--- src/xd_pkg.sv ---
package xd_pkg;

  // ----------------------------------------------------------------
  // widths
  // ----------------------------------------------------------------
  localparam int PTR_W = 12;
  localparam int OFS_W = 7;

  // ----------------------------------------------------------------
  // opcodes
  // ----------------------------------------------------------------
  localparam logic [7:0] OP_LIT_SUB = 8'h08;
  localparam logic [7:0] OP_PTR_ADD = 8'he8;
  localparam logic [7:0] OP_PTR_SUB = 8'he9;
  localparam logic [7:0] OP_PUSH_LIT = 8'hea;
  localparam logic [7:0] OP_MOVE = 8'heb;
  localparam logic [5:0] EXT_GROUP = 6'h3a;
  localparam logic [3:0] OP_WORD2 = 4'hf;
  localparam logic [15:0] OP_CALL_ACC = 16'h0014;
  localparam logic [1:0] FLD_STACK = 2'h3;
  localparam logic [1:0] IDX_STACK = 2'h2;

  // ----------------------------------------------------------------
  // field positions
  // ----------------------------------------------------------------
  localparam int MOVE_KIND_BIT = 7;
  localparam int FLAG_C = 0;
  localparam int FLAG_DC = 1;
  localparam int FLAG_Z = 2;
  localparam int FLAG_OV = 3;
  localparam int FLAG_N = 4;

  // ----------------------------------------------------------------
  // reset values
  // ----------------------------------------------------------------
  localparam logic [PTR_W-1:0] PTR_RST = 12'h000;
  localparam logic [7:0] BYTE_RST = 8'h00;
  localparam logic [4:0] FLAGS_RST = 5'h00;
  localparam logic [15:0] WORD_RST = 16'h0000;

  typedef enum logic [1:0] {
    XD_IDLE = 2'b00,
    XD_WORD2 = 2'b01,
    XD_WRITE = 2'b11,
    XD_HOLD = 2'b10
  } xd_state_e;

endpackage

--- src/xd_arith_if.sv ---
interface xd_arith_if;
  import xd_pkg::*;
  logic [7:0] lit;
  logic [7:0] acc;
  logic [PTR_W-1:0] ptr;
  logic [5:0] k;
  logic ptr_sub;
  logic [7:0] diff;
  logic [4:0] flags;
  logic [PTR_W-1:0] ptr_res;
  modport client (output lit, acc, ptr, k, ptr_sub,
                  input diff, flags, ptr_res);
  modport unit (input lit, acc, ptr, k, ptr_sub,
                output diff, flags, ptr_res);
endinterface

--- src/xd_arith.sv ---
module xd_arith
  import xd_pkg::*;
(
  xd_arith_if.unit ar
);

  // ----------------------------------------------------------------
  // literal minus accumulator
  // ----------------------------------------------------------------
  wire [8:0] sum = {1'b0, ar.lit} + {1'b0, ~ar.acc} + 9'h001;
  wire [4:0] nib = {1'b0, ar.lit[3:0]} + {1'b0, ~ar.acc[3:0]} + 5'h01;

  assign ar.diff = sum[7:0];
  assign ar.flags[FLAG_C] = sum[8];
  assign ar.flags[FLAG_DC] = nib[4];
  assign ar.flags[FLAG_Z] = (sum[7:0] == 8'h00);
  assign ar.flags[FLAG_N] = sum[7];
  assign ar.flags[FLAG_OV] = (ar.lit[7] ^ ar.acc[7]) & (sum[7] ^ ar.lit[7]);

  // ----------------------------------------------------------------
  // pointer add or subtract
  // ----------------------------------------------------------------
  wire [PTR_W-1:0] k_ext = {6'h00, ar.k};
  assign ar.ptr_res = ar.ptr_sub ? ar.ptr - k_ext : ar.ptr + k_ext;

endmodule

--- src/xd_decoder.sv ---
// Summary of operation
// - literal minus accumulator writes k-W in one cycle and sets flags.
// - eight extended instructions plus indexed literal offset mode flag.
// - extended set and indexed mode stay off unless the enable bit is set.
// - every extended instruction except call via accumulator changes or addresses through a pointer.
// - add/sub to pointer changes it by 6-bit literal, one cycle, no flags.
// - add with field 11 adds to the third pointer, returns, two cycles.
// - sub with field 11 subtracts from third pointer, returns, two cycles.
// - those stack variants issue their return after the pointer update.
// - call via accumulator, word 0014h, hands over accumulator, 2 cycles.
// - move stack to file writes a stack slot to a 12-bit file address.
// - move stack to stack copies between two third-pointer offsets.
// - store literal and decrement writes at third pointer, then steps it.
module xd_decoder
  import xd_pkg::*;
(
  // clock and reset
  input wire logic CLK_IN,
  input wire logic RESETN_IN,
  // configuration
  input wire logic EXT_SET_ENABLE_IN,
  // instruction fetch
  input wire logic INSTR_VALID_IN,
  input wire logic [15:0] INSTR_IN,
  output logic BUSY_OUT,
  // accumulator and status
  input wire logic [7:0] ACC_IN,
  output logic ACC_WE_OUT,
  output logic [7:0] ACC_DATA_OUT,
  output logic FLAGS_WE_OUT,
  output logic [4:0] FLAGS_OUT,
  // data memory
  output logic MEM_RE_OUT,
  output logic MEM_WE_OUT,
  output logic [PTR_W-1:0] MEM_ADDR_OUT,
  output logic [7:0] MEM_WDATA_OUT,
  input wire logic [7:0] MEM_RDATA_IN,
  // program flow
  output logic RETURN_OUT,
  output logic CALL_OUT,
  output logic [7:0] CALL_ACC_OUT,
  // standard decoder hand-off
  output logic STD_OUT,
  output logic [15:0] STD_WORD_OUT,
  output logic INDEXED_MODE_OUT,
  // index pointers
  output logic [PTR_W-1:0] PTR0_OUT,
  output logic [PTR_W-1:0] PTR1_OUT,
  output logic [PTR_W-1:0] PTR2_OUT
);

  // ----------------------------------------------------------------
  // helpers
  // ----------------------------------------------------------------
  function automatic logic is_ext(input logic [15:0] w);
    return (w[15:10] == EXT_GROUP) || (w == OP_CALL_ACC);
  endfunction

  function automatic logic [PTR_W-1:0] stack_addr(
    input logic [PTR_W-1:0] base, input logic [OFS_W-1:0] ofs);
    return base + {5'h00, ofs};
  endfunction

  xd_state_e state_reg, state_next;
  logic ext_en_reg, en_caught_reg, move_ss_reg, ret_pend_reg;
  logic [PTR_W-1:0] dst_reg;
  logic [PTR_W-1:0] ptr_reg [3];
  logic [PTR_W-1:0] ptr_next [3];

  xd_arith_if ar ();
  xd_arith u_arith (.ar(ar));

  // ----------------------------------------------------------------
  // decode
  // ----------------------------------------------------------------
  wire [7:0] hi = INSTR_IN[15:8];
  wire [1:0] fld = INSTR_IN[7:6];
  wire take = INSTR_VALID_IN && (state_reg == XD_IDLE);
  wire ext_on = take && ext_en_reg;
  wire do_sub_lit = take && (hi == OP_LIT_SUB);
  wire do_padd = ext_on && (hi == OP_PTR_ADD);
  wire do_psub = ext_on && (hi == OP_PTR_SUB);
  wire do_ptr = do_padd || do_psub;
  wire do_ret = do_ptr && (fld == FLD_STACK);
  wire do_push = ext_on && (hi == OP_PUSH_LIT);
  wire do_move = ext_on && (hi == OP_MOVE);
  wire do_call = ext_on && (INSTR_IN == OP_CALL_ACC);
  wire do_std = take && !do_sub_lit &&
    !(ext_en_reg && is_ext(INSTR_IN));
  wire take2 = INSTR_VALID_IN && (state_reg == XD_WORD2);
  wire word2_ok = take2 && (INSTR_IN[15:12] == OP_WORD2);
  wire [PTR_W-1:0] w2_dst = move_ss_reg ?
    stack_addr(ptr_reg[IDX_STACK], INSTR_IN[OFS_W-1:0]) :
    INSTR_IN[PTR_W-1:0];
  wire [1:0] ptr_idx = do_push ? IDX_STACK :
                       (fld == FLD_STACK) ? IDX_STACK : fld;
  wire [PTR_W-1:0] ptr_dec = ptr_reg[IDX_STACK] - 12'h001;

  // ----------------------------------------------------------------
  // arithmetic
  // ----------------------------------------------------------------
  assign ar.lit = INSTR_IN[7:0];
  assign ar.acc = ACC_IN;
  assign ar.ptr = ptr_reg[ptr_idx];
  assign ar.k = INSTR_IN[5:0];
  assign ar.ptr_sub = do_psub;

  // ----------------------------------------------------------------
  // index pointers
  // ----------------------------------------------------------------
  wire ptr_we = do_ptr || do_push;
  wire [PTR_W-1:0] ptr_wdata = do_push ? ptr_dec : ar.ptr_res;
  for (genvar i = 0; i < 3; i++)
  begin : g_ptr
    assign ptr_next[i] = (ptr_we && ptr_idx == 2'(i)) ?
                         ptr_wdata : ptr_reg[i];
  end

  // ----------------------------------------------------------------
  // sequencing
  // ----------------------------------------------------------------
  always_comb
  begin
    state_next = state_reg;
    case (state_reg)
      XD_IDLE:
      begin
        if (do_move)
          state_next = XD_WORD2;
        else if (do_ret || do_call)
          state_next = XD_HOLD;
      end
      XD_WORD2:
      begin
        if (word2_ok)
          state_next = XD_WRITE;
        else if (take2)
          state_next = XD_IDLE;
      end
      XD_WRITE: state_next = XD_IDLE;
      XD_HOLD: state_next = XD_IDLE;
      default: state_next = XD_IDLE;
    endcase
  end

  wire in_write = (state_reg == XD_WRITE);
  wire mem_we_next = do_push || in_write;
  wire [PTR_W-1:0] addr_next = do_push ? ptr_reg[IDX_STACK] :
    do_move ? stack_addr(ptr_reg[IDX_STACK], INSTR_IN[OFS_W-1:0]) :
    dst_reg;
  wire [7:0] wdata_next = do_push ? INSTR_IN[7:0] : MEM_RDATA_IN;
  wire ret_next = (state_reg == XD_HOLD) && ret_pend_reg;

  // ----------------------------------------------------------------
  // registers
  // ----------------------------------------------------------------
  always_ff @(posedge CLK_IN or negedge RESETN_IN)
  begin
    if (!RESETN_IN)
    begin
      ext_en_reg <= 1'b0;
      en_caught_reg <= 1'b0;
    end
    else if (!en_caught_reg)
    begin
      ext_en_reg <= EXT_SET_ENABLE_IN;
      en_caught_reg <= 1'b1;
    end
  end

  always_ff @(posedge CLK_IN or negedge RESETN_IN)
  begin
    if (!RESETN_IN)
    begin
      state_reg <= XD_IDLE;
      move_ss_reg <= 1'b0;
      ret_pend_reg <= 1'b0;
      dst_reg <= PTR_RST;
      for (int i = 0; i < 3; i++)
        ptr_reg[i] <= PTR_RST;
    end
    else
    begin
      state_reg <= state_next;
      if (do_move)
        move_ss_reg <= INSTR_IN[MOVE_KIND_BIT];
      if (take)
        ret_pend_reg <= do_ret;
      if (word2_ok)
        dst_reg <= w2_dst;
      ptr_reg <= ptr_next;
    end
  end

  always_ff @(posedge CLK_IN or negedge RESETN_IN)
  begin
    if (!RESETN_IN)
    begin
      ACC_WE_OUT <= 1'b0;
      ACC_DATA_OUT <= BYTE_RST;
      FLAGS_WE_OUT <= 1'b0;
      FLAGS_OUT <= FLAGS_RST;
      MEM_RE_OUT <= 1'b0;
      MEM_WE_OUT <= 1'b0;
      MEM_ADDR_OUT <= PTR_RST;
      MEM_WDATA_OUT <= BYTE_RST;
      RETURN_OUT <= 1'b0;
      CALL_OUT <= 1'b0;
      CALL_ACC_OUT <= BYTE_RST;
      STD_OUT <= 1'b0;
      STD_WORD_OUT <= WORD_RST;
      BUSY_OUT <= 1'b0;
    end
    else
    begin
      ACC_WE_OUT <= do_sub_lit;
      ACC_DATA_OUT <= ar.diff;
      FLAGS_WE_OUT <= do_sub_lit;
      FLAGS_OUT <= ar.flags;
      MEM_RE_OUT <= do_move;
      MEM_WE_OUT <= mem_we_next;
      MEM_ADDR_OUT <= addr_next;
      MEM_WDATA_OUT <= wdata_next;
      RETURN_OUT <= ret_next;
      CALL_OUT <= do_call;
      CALL_ACC_OUT <= ACC_IN;
      STD_OUT <= do_std;
      STD_WORD_OUT <= INSTR_IN;
      BUSY_OUT <= (state_next != XD_IDLE);
    end
  end

  assign INDEXED_MODE_OUT = ext_en_reg;
  assign PTR0_OUT = ptr_reg[0];
  assign PTR1_OUT = ptr_reg[1];
  assign PTR2_OUT = ptr_reg[2];

  wire [7:0] sub_expect = INSTR_IN[7:0] - ACC_IN;
  wire [PTR_W-1:0] padd_expect = ptr_reg[ptr_idx] + {6'h00, INSTR_IN[5:0]};
  wire [PTR_W-1:0] psub_expect = ptr_reg[ptr_idx] - {6'h00, INSTR_IN[5:0]};
  wire [PTR_W-1:0] p2 = ptr_reg[IDX_STACK];
  wire [PTR_W-1:0] p1 = ptr_reg[1];
endmodule

--- config.mk ---
export PLATFORM = sky130hd
export DESIGN_NAME = xd_decoder
export DESIGN_NICKNAME = d
export VERILOG_FILES = /design/src/xd_pkg.sv /design/src/xd_arith_if.sv /design/src/xd_arith.sv /design/src/xd_decoder.sv
export SDC_FILE = /design/constraint.sdc
export NUM_CORES = 1
export LEC_CHECK = 0
export CAP_MARGIN = 20
export CORE_UTILIZATION = 45
export CTS_CLUSTER_DIAMETER = 50
export DETAILED_ROUTE_END_ITERATION = 10
export DONT_BUFFER_PORTS = 1
export GPL_TIMING_DRIVEN = 0
export PLACE_DENSITY_LB_ADDON = 0.25
export SLEW_MARGIN = 15
export SYNTH_ARGS = -nofsm -noshare
export SYNTH_HDL_FRONTEND = slang
export SYNTH_SLANG_ARGS = --single-unit
export TNS_END_PERCENT = 30
--- constraint.sdc ---
create_clock -name CLK_IN -period 9.7 [get_ports CLK_IN]
set_input_delay 0.485 -clock CLK_IN [delete_from_list [all_inputs] [get_ports CLK_IN]]
set_output_delay 0.485 -clock CLK_IN [all_outputs]
set_load 0.1 [all_outputs]
==> flow_metrics.py, run 1 <==
metrics = {
    "floorplanning": {
        "die-area_sq_um": 14600,
        "die_width_microns": 121,
        "ios": 138,
        "core_sq_um": 13800,
        "rows": 43,
        "die_h_microns": 121,
        "floorplan.initialDensity": 0.460,
    },
    "cts": {
        "clkTransAtPathRegs_ps": 60,
        "cts_tree": "yes",
        "clk-insertion-delay-late_ps": 420,
        "cts_hold_buf": 1,
        "post-cts-setup-buffers": 0,
        "cts.sinks": 117,
        "htreeDepth": 4,
        "post_cts_resized": 0,
        "cts_buffers": 17,
        "cts_root_buf": "clkbuf_16",
        "clockBufferDepth": 2,
    },
    "place": {
        "dp_slack_ps": 5210,
        "dp_hpwl_mm": 12.8,
        "io_buffers": 0,
        "gp_routability_congestion": 0.911,
    },
    "sta": {
        "grt_setup_unrepaired": "false",
        "fmax_mhz": 220,
        "setup_viol_count_final": 0,
        "worst_slack_ps": 5160,
        "min_period_ps": 4540,
        "finalCritPeriodShare": 0.468,
        "final_hold_viol_count": 0,
        "final.setup_skew_ps": 10.8,
        "worst_pin_slew_ps": 1150,
        "tns_ps": 0,
        "maxSlewHeadroom": 0.234,
        "maxSlewViolCount": 0,
    },
    "worst_setup_path": {
        "worstPathMaxFanout": 10,
        "crit_arrival_ps": 4830,
        "start_kind": "flip-flop",
        "slowest_delay_ps": 990,
        "slowest_stage": "dfrtp_1",
        "path_buf_inv": 1,
        "crit_chain": "and4bb_1 > nand3_2 > buf_4 > nor2_4 > nand2_1 > o21a_1 > xnor2_1 > ha_1 > a21o_1 > a211oi_1 > a211oi_1 > o41ai_1 > xnor2_1 > a21oi_1",
        "criticalPathCategory": "reg2reg",
        "worst_setup_path_end_kind": "flip-flop",
        "crit_family": "compound AO/OA/AOI/OAI gates",
        "worstPathRequired_ps": 9990,
    },
    "logic_synthesis": {
        "ys.flop_type": "dfrtp_1",
        "synth_top_cell_by_area": "dfrtp_1",
        "async_reset_ff_frac": 1.00,
        "synthCells": 658,
        "synth_cell_types": 66,
        "syn_avg_cell_area_sq_um": 9.66,
        "netlist.area_leader.share": 0.461,
        "ys_seq_area_frac": 0.461,
        "ys_ff_latch": 117,
        "synth_warnings": 0,
        "synthTopCellsByArea": "dfrtp_1, nand2_1, ha_1",
        "synth_edf_count": 0,
        "syn_area_sq_um": 6360,
        "synth_nets": 725,
    },
    "finish": {
        "largest_reg_flops": 16,
        "finalNetCount": 751,
        "diodes": 0,
        "drive_above_1_share": 0.0963,
        "final_common_cell": "dfrtp_1",
        "most-common-layout-cells": "dfrtp_1, nand2_1, nor2_1, a21oi_1, o21ai_0",
        "largest-register": "STD_WORD_OUT",
        "syn_to_final_growth_pct": 15.6,
    },
    "grt": {
        "grt_usage": 0.245,
        "grt_start_max_net_pins": 118,
        "antenna_found_initial": 0,
        "first_global_vias": 4927,
        "grt_overflow": 0,
        "grt_pass1_wl_mm": 26.9,
    },
    "min_path": {
        "min_path_type": "in2async",
    },
    "drt": {
        "vias_per_cell": 5.74,
        "wl_per_cell_microns": 19.8,
        "dr.pass1.iters": 6,
        "postRouteWirelength_mm": 17.4,
        "drc": 0,
        "drtAntennaViolNets": 0,
        "num_vias": 5025,
        "drt_iter0_drc": 430,
    },
    "power": {
        "ir_drop_uv": 107,
        "power_leakage_nw": 3.43,
        "pwr_density_cell_nw_per_um2": 206,
    },
    "flow_run": {
        "drv_cap": 0,
    },
    "outcome": {
        "status": "completed",
    },
}
## synth_stat cells (3+ instances only)
cell type / number
ha_1: 28
nor3_1: 17
o21a_1: 9
o21ai_0: 36
nor3b_1: 11
nand3b_1: 3
buf_4: 6
nor2b_1: 9
or3_1: 3
a2111oi_0: 3
o21ai_1: 14
and3_1: 6
buf_2: 3
a211oi_1: 6
mux2i_1: 32
nor2_1: 48
inv_1: 27
nand3_1: 4
clkbuf_1: 19
nand4_1: 7
a21oi_1: 44
mux2_2: 9
o31a_1: 3
or4_1: 3
xor2_1: 7
xnor2_1: 19
dfrtp_1: 117
fa_1: 3
a21o_1: 7
nand2_1: 102
nand2b_1: 7
nor4_1: 3
## layer usage
metal	part of all wire	vias up	wire length, microns	global-route usage
li1	-	2357	-	-
met1	0.42	2466	7370	0.314
met2	0.49	170	8430	0.396
met3	0.061	32	1070	0.0590
met4	0.029	0	501	0.101
met5	0	-	0	0
## power by group
| group | switching (mW) | leakage (nW) | internal, mW |
|---|---|---|---|
| sequential | 0.162 | 1.52 | 0.506 |
| combinational | 0.108 | 1.60 | 0.0606 |
| clock | 0.217 | 0.311 | 0.461 |
| total | 0.487 | 3.43 | 1.03 |
## cells by family (layout without fill, tap and decap cells)
group	Yosys count	after routing	share of synthesized area
buffers and inverters	57	95	0.0378
adder cells (fa/ha/maj)	31	31	0.0646
XOR/XNOR	26	26	0.0358
other	1	1	0.000590
AND/OR/NAND/NOR	241	241	0.191
flip-flops	117	117	0.461
AO/OA/AOI/OAI	142	142	0.140
multiplexers	43	43	0.0699
## worst reg2reg max path, cell delays in order (launching register included)
cell,delay (ps)
dfrtp_1,990
and4bb_1,470
nand3_2,180
buf_4,240
nor2_4,170
nand2_1,200
o21a_1,190
xnor2_1,180
ha_1,310
a21o_1,230
a211oi_1,270
a211oi_1,180
o41ai_1,430
xnor2_1,250
a21oi_1,120
## final timing paths
kind / from / to / slack (ps) / cells past startpoint
setup / recovery: INDEXED_MODE_OUT$_DFFE_PN0N_ / PTR2_OUT[11]$_DFFE_PN0P_ / 5160 / 14
hold / removal: RESETN_IN / ACC_DATA_OUT[4]$_DFF_PN0_ / 30 / 1
setup reg to reg: INDEXED_MODE_OUT$_DFFE_PN0N_ / PTR2_OUT[11]$_DFFE_PN0P_ / 5160 / 14
hold reg to reg: ret_pend_reg$_DFFE_PN0P_ / ret_pend_reg$_DFFE_PN0P_ / 490 / 2
max in group asynchronous: RESETN_IN / en_caught_reg$_DFF_PN0_ / 9230 / 1
min in group CLK_IN: ACC_IN[2] / CALL_ACC_OUT[2]$_DFF_PN0_ / 90 / 0
## metrics by stage
stage                     hold WS (ps)  total power [mW]  utilization  instance area (sq um)  instances
after CTS                         45.8              1.52        0.527                   7280        872
final                             30.4              1.52        0.531                   7350        876
after global routing              70.1              1.57        0.531                   7350        876
after global placement             192             0.824        0.476                   6580        838
after detailed placement           191             0.829        0.478                   6610        840
after floorplan                    189             0.792            -                   6360        658
## cell type report
class	instances	area, sq um
Fill cell	1217	6480
Multi-Input combinational cell	484	3190
Sequential cell	117	2930
Clock buffer	23	498
Tap cell	180	225
Clock inverter	8	145
Buffer	29	135
Timing Repair Buffer	7	121
Inverter	28	105
Power figures use the tool's default switching activity.
==> run 2, diff against run 1 <==
==> constraint.sdc (replaced) <==
create_clock -name CLK_IN -period 3.9 [get_ports CLK_IN]
set_input_delay 0.195 -clock CLK_IN [delete_from_list [all_inputs] [get_ports CLK_IN]]
set_output_delay 0.195 -clock CLK_IN [all_outputs]
set_load 0.1 [all_outputs]
==> flow_metrics.py, run 2 (synthesized netlist as in run 1, its figures left out) <==
metrics = {
    "place": {
        "dp_hpwl_mm": 12.8,
        "gp_routability_congestion": 0.911,
        "dp.cells": 840,
        "io_buffers": 0,
    },
    "worst_setup_path": {
        "r2r-end": "PTR2_OUT[11]$_DFFE_PN0P_",
        "start_kind": "flip-flop",
        "slowest_stage": "dfrtp_4",
        "criticalPathCategory": "reg2reg",
        "rrSetupSlack_ps": 180,
        "worst_setup_path_end_kind": "flip-flop",
        "worstPathRequired_ps": 4190,
        "rr_worst_depth": 14,
        "crit_family": "compound AO/OA/AOI/OAI gates",
        "worstPathMaxFanout": 10,
        "timing.rr.start": "INDEXED_MODE_OUT$_DFFE_PN0N_",
        "crit_path_start": "INDEXED_MODE_OUT$_DFFE_PN0N_",
        "crit_chain": "and4bb_4 > nand3_4 > buf_8 > nor2_4 > nand2_2 > o21a_1 > xnor2_1 > ha_1 > a21o_1 > a211oi_2 > a211oi_2 > o41ai_2 > xnor2_1 > a21oi_1",
        "crit_arrival_ps": 4010,
        "slowest_delay_ps": 630,
        "path_buf_inv": 1,
    },
    "grt": {
        "grt_start_max_net_pins": 118,
        "grt_overflow": 0,
        "grt_usage": 0.257,
        "antenna_found_initial": 0,
        "grt_pass1_wl_mm": 28.1,
        "first_global_vias": 5087,
    },
    "cts": {
        "clkTransAtPathRegs_ps": 50,
        "cts_root_buf": "clkbuf_16",
        "cts.sinks": 117,
        "htreeDepth": 4,
        "clockBufferDepth": 2,
        "cts_buffers": 17,
        "clk-insertion-delay-late_ps": 420,
        "cts_tree": "yes",
    },
    "power": {
        "power_leakage_nw": 3.62,
        "p_sw_frac": 0.324,
        "switchingPower_mw": 1.24,
        "pwr_density_cell_nw_per_um2": 492,
        "total_power_mw": 3.82,
        "seqPwrFrac": 0.435,
        "p_int_mw": 2.59,
        "ir_drop_uv": 254,
        "clockPowerShare": 0.444,
        "pwr-share-comb": 0.121,
    },
    "sta": {
        "final.setup_skew_ps": 12.8,
        "final_hold_viol_count": 0,
        "finalHoldWorstSlack_ps": 18.6,
        "fmax_mhz": 269,
        "finalCritPeriodShare": 0.955,
        "worst_pin_slew_ps": 1150,
        "maxSlewHeadroom": 0.236,
        "maxSlewViolCount": 0,
        "setup_viol_count_final": 0,
        "min_period_ps": 3720,
    },
    "floorplanning": {
        "die_h_microns": 121,
        "rows": 43,
        "die-area_sq_um": 14600,
        "core_sq_um": 13800,
        "ios": 138,
        "floorplan.initialDensity": 0.460,
        "die_width_microns": 121,
    },
    "finish": {
        "largest-register": "STD_WORD_OUT",
        "syn_to_final_growth_pct": 22.3,
        "final_common_cell": "dfrtp_1",
        "finalNetCount": 790,
        "drive_above_1_share": 0.110,
        "most-common-layout-cells": "dfrtp_1, nand2_1, nor2_1, a21oi_1, o21ai_0",
        "fillers": 1170,
        "final_cells": 915,
        "diodes": 0,
        "ff_latch_area_sq_um": 2930,
        "multi_input_area_sq_um": 3220,
        "largest_reg_flops": 16,
    },
    "drt": {
        "drc": 0,
        "drt_iter0_drc": 404,
        "drtAntennaViolNets": 0,
        "wl_per_cell_microns": 19.9,
        "postRouteWirelength_mm": 18.3,
        "vias_per_cell": 5.73,
        "dr.pass1.iters": 5,
        "num_vias": 5241,
    },
    "min_path": {
        "min_path_cells": 2,
        "holdPathEnd": "FLAGS_OUT[0]$_DFF_PN0_",
        "min_path_type": "in2reg",
        "min_from": "INSTR_IN[7]",
    },
    "outcome": {
        "status": "completed",
    },
    "flow_run": {
        "drv_cap": 0,
    },
}
[run 2: cell count changes in the layout (fill, tap and decap cells not counted), moves of 2 or more]
cell           previous run  this run
a211oi_1                  6         3
a211oi_2                  0         3
buf_2                     3         5
buf_4                     6        10
clkbuf_1                 22        20
dlygate4sd3_1             0        34
[run 2: area by class of cell]
class,count,area share
clock inverters,8,0.0187
multi-input cells,484,0.415
plain buffers,29,0.0187
well taps,180,0.0290
inverters,28,0.0135
clock buffers,23,0.0641
flip-flops and latches,117,0.377
repair buffers,46,0.0642
[run 2: layer usage]
layer | GRT usage | share of wire | vias up
li1 | - | - | 2431
met1 | 0.322 | 0.41 | 2561
met2 | 0.420 | 0.49 | 207
met3 | 0.0618 | 0.066 | 42
met4 | 0.108 | 0.030 | 0
met5 | 0 | 0 | -
[run 2: timing repair]
item | in CTS | in global routing
gates resized for setup | 5 | 14
hold buffers | 35 | 0
endpoints found under the hold margin | 154 | 0
pin swaps | 0 | 6
setup buffers | 0 | 5
setup endpoints to repair | 24 | 12
[run 2: how the worst max path moves through the flow]
stage	slack, ps	end	cells after the start
CTS	10	PTR2_OUT[11]$_DFFE_PN0P_	14
floorplan	90	PTR2_OUT[11]$_DFFE_PN0P_	14
global route	-20	PTR0_OUT[8]$_DFFE_PN0P_	13
finish	180	PTR2_OUT[11]$_DFFE_PN0P_	14
detailed placement	-590	PTR2_OUT[11]$_DFFE_PN0P_	14
global placement	-680	PTR2_OUT[11]$_DFFE_PN0P_	14
[run 2: power by group through the flow]
stage                     Sequential [mW]  Combinational, mW  Clock [mW]
after floorplan                      1.68              0.285           0
after global placement               1.70              0.351           0
after detailed placement             1.69              0.368           0
after CTS                            1.67              0.429        1.72
after global routing                 1.67              0.509        1.78
final                                1.66              0.462        1.70
[run 2: through the flow]
step / utilization / cell area (sq um) / setup WS [ps] / setup TNS (ps)
global placement: 0.476 / 6580 / -683 / -7800
CTS: 0.552 / 7640 / 11.8 / 0
floorplan: - / 6360 / 88.3 / 0
global route: 0.562 / 7770 / -20.4 / -29.9
detailed placement: 0.478 / 6610 / -593 / -7250
finish: 0.562 / 7770 / 177 / 0
[run 2: worst reg2reg max path, cell delays in order, from the launching register on]
cell and delay (ps):
dfrtp_4 630, and4bb_4 350, nand3_4 130, buf_8 190, nor2_4 140, nand2_2 130, o21a_1 170, xnor2_1 140
ha_1 350, a21o_1 230, a211oi_2 280, a211oi_2 150, o41ai_2 370, xnor2_1 240, a21oi_1 120
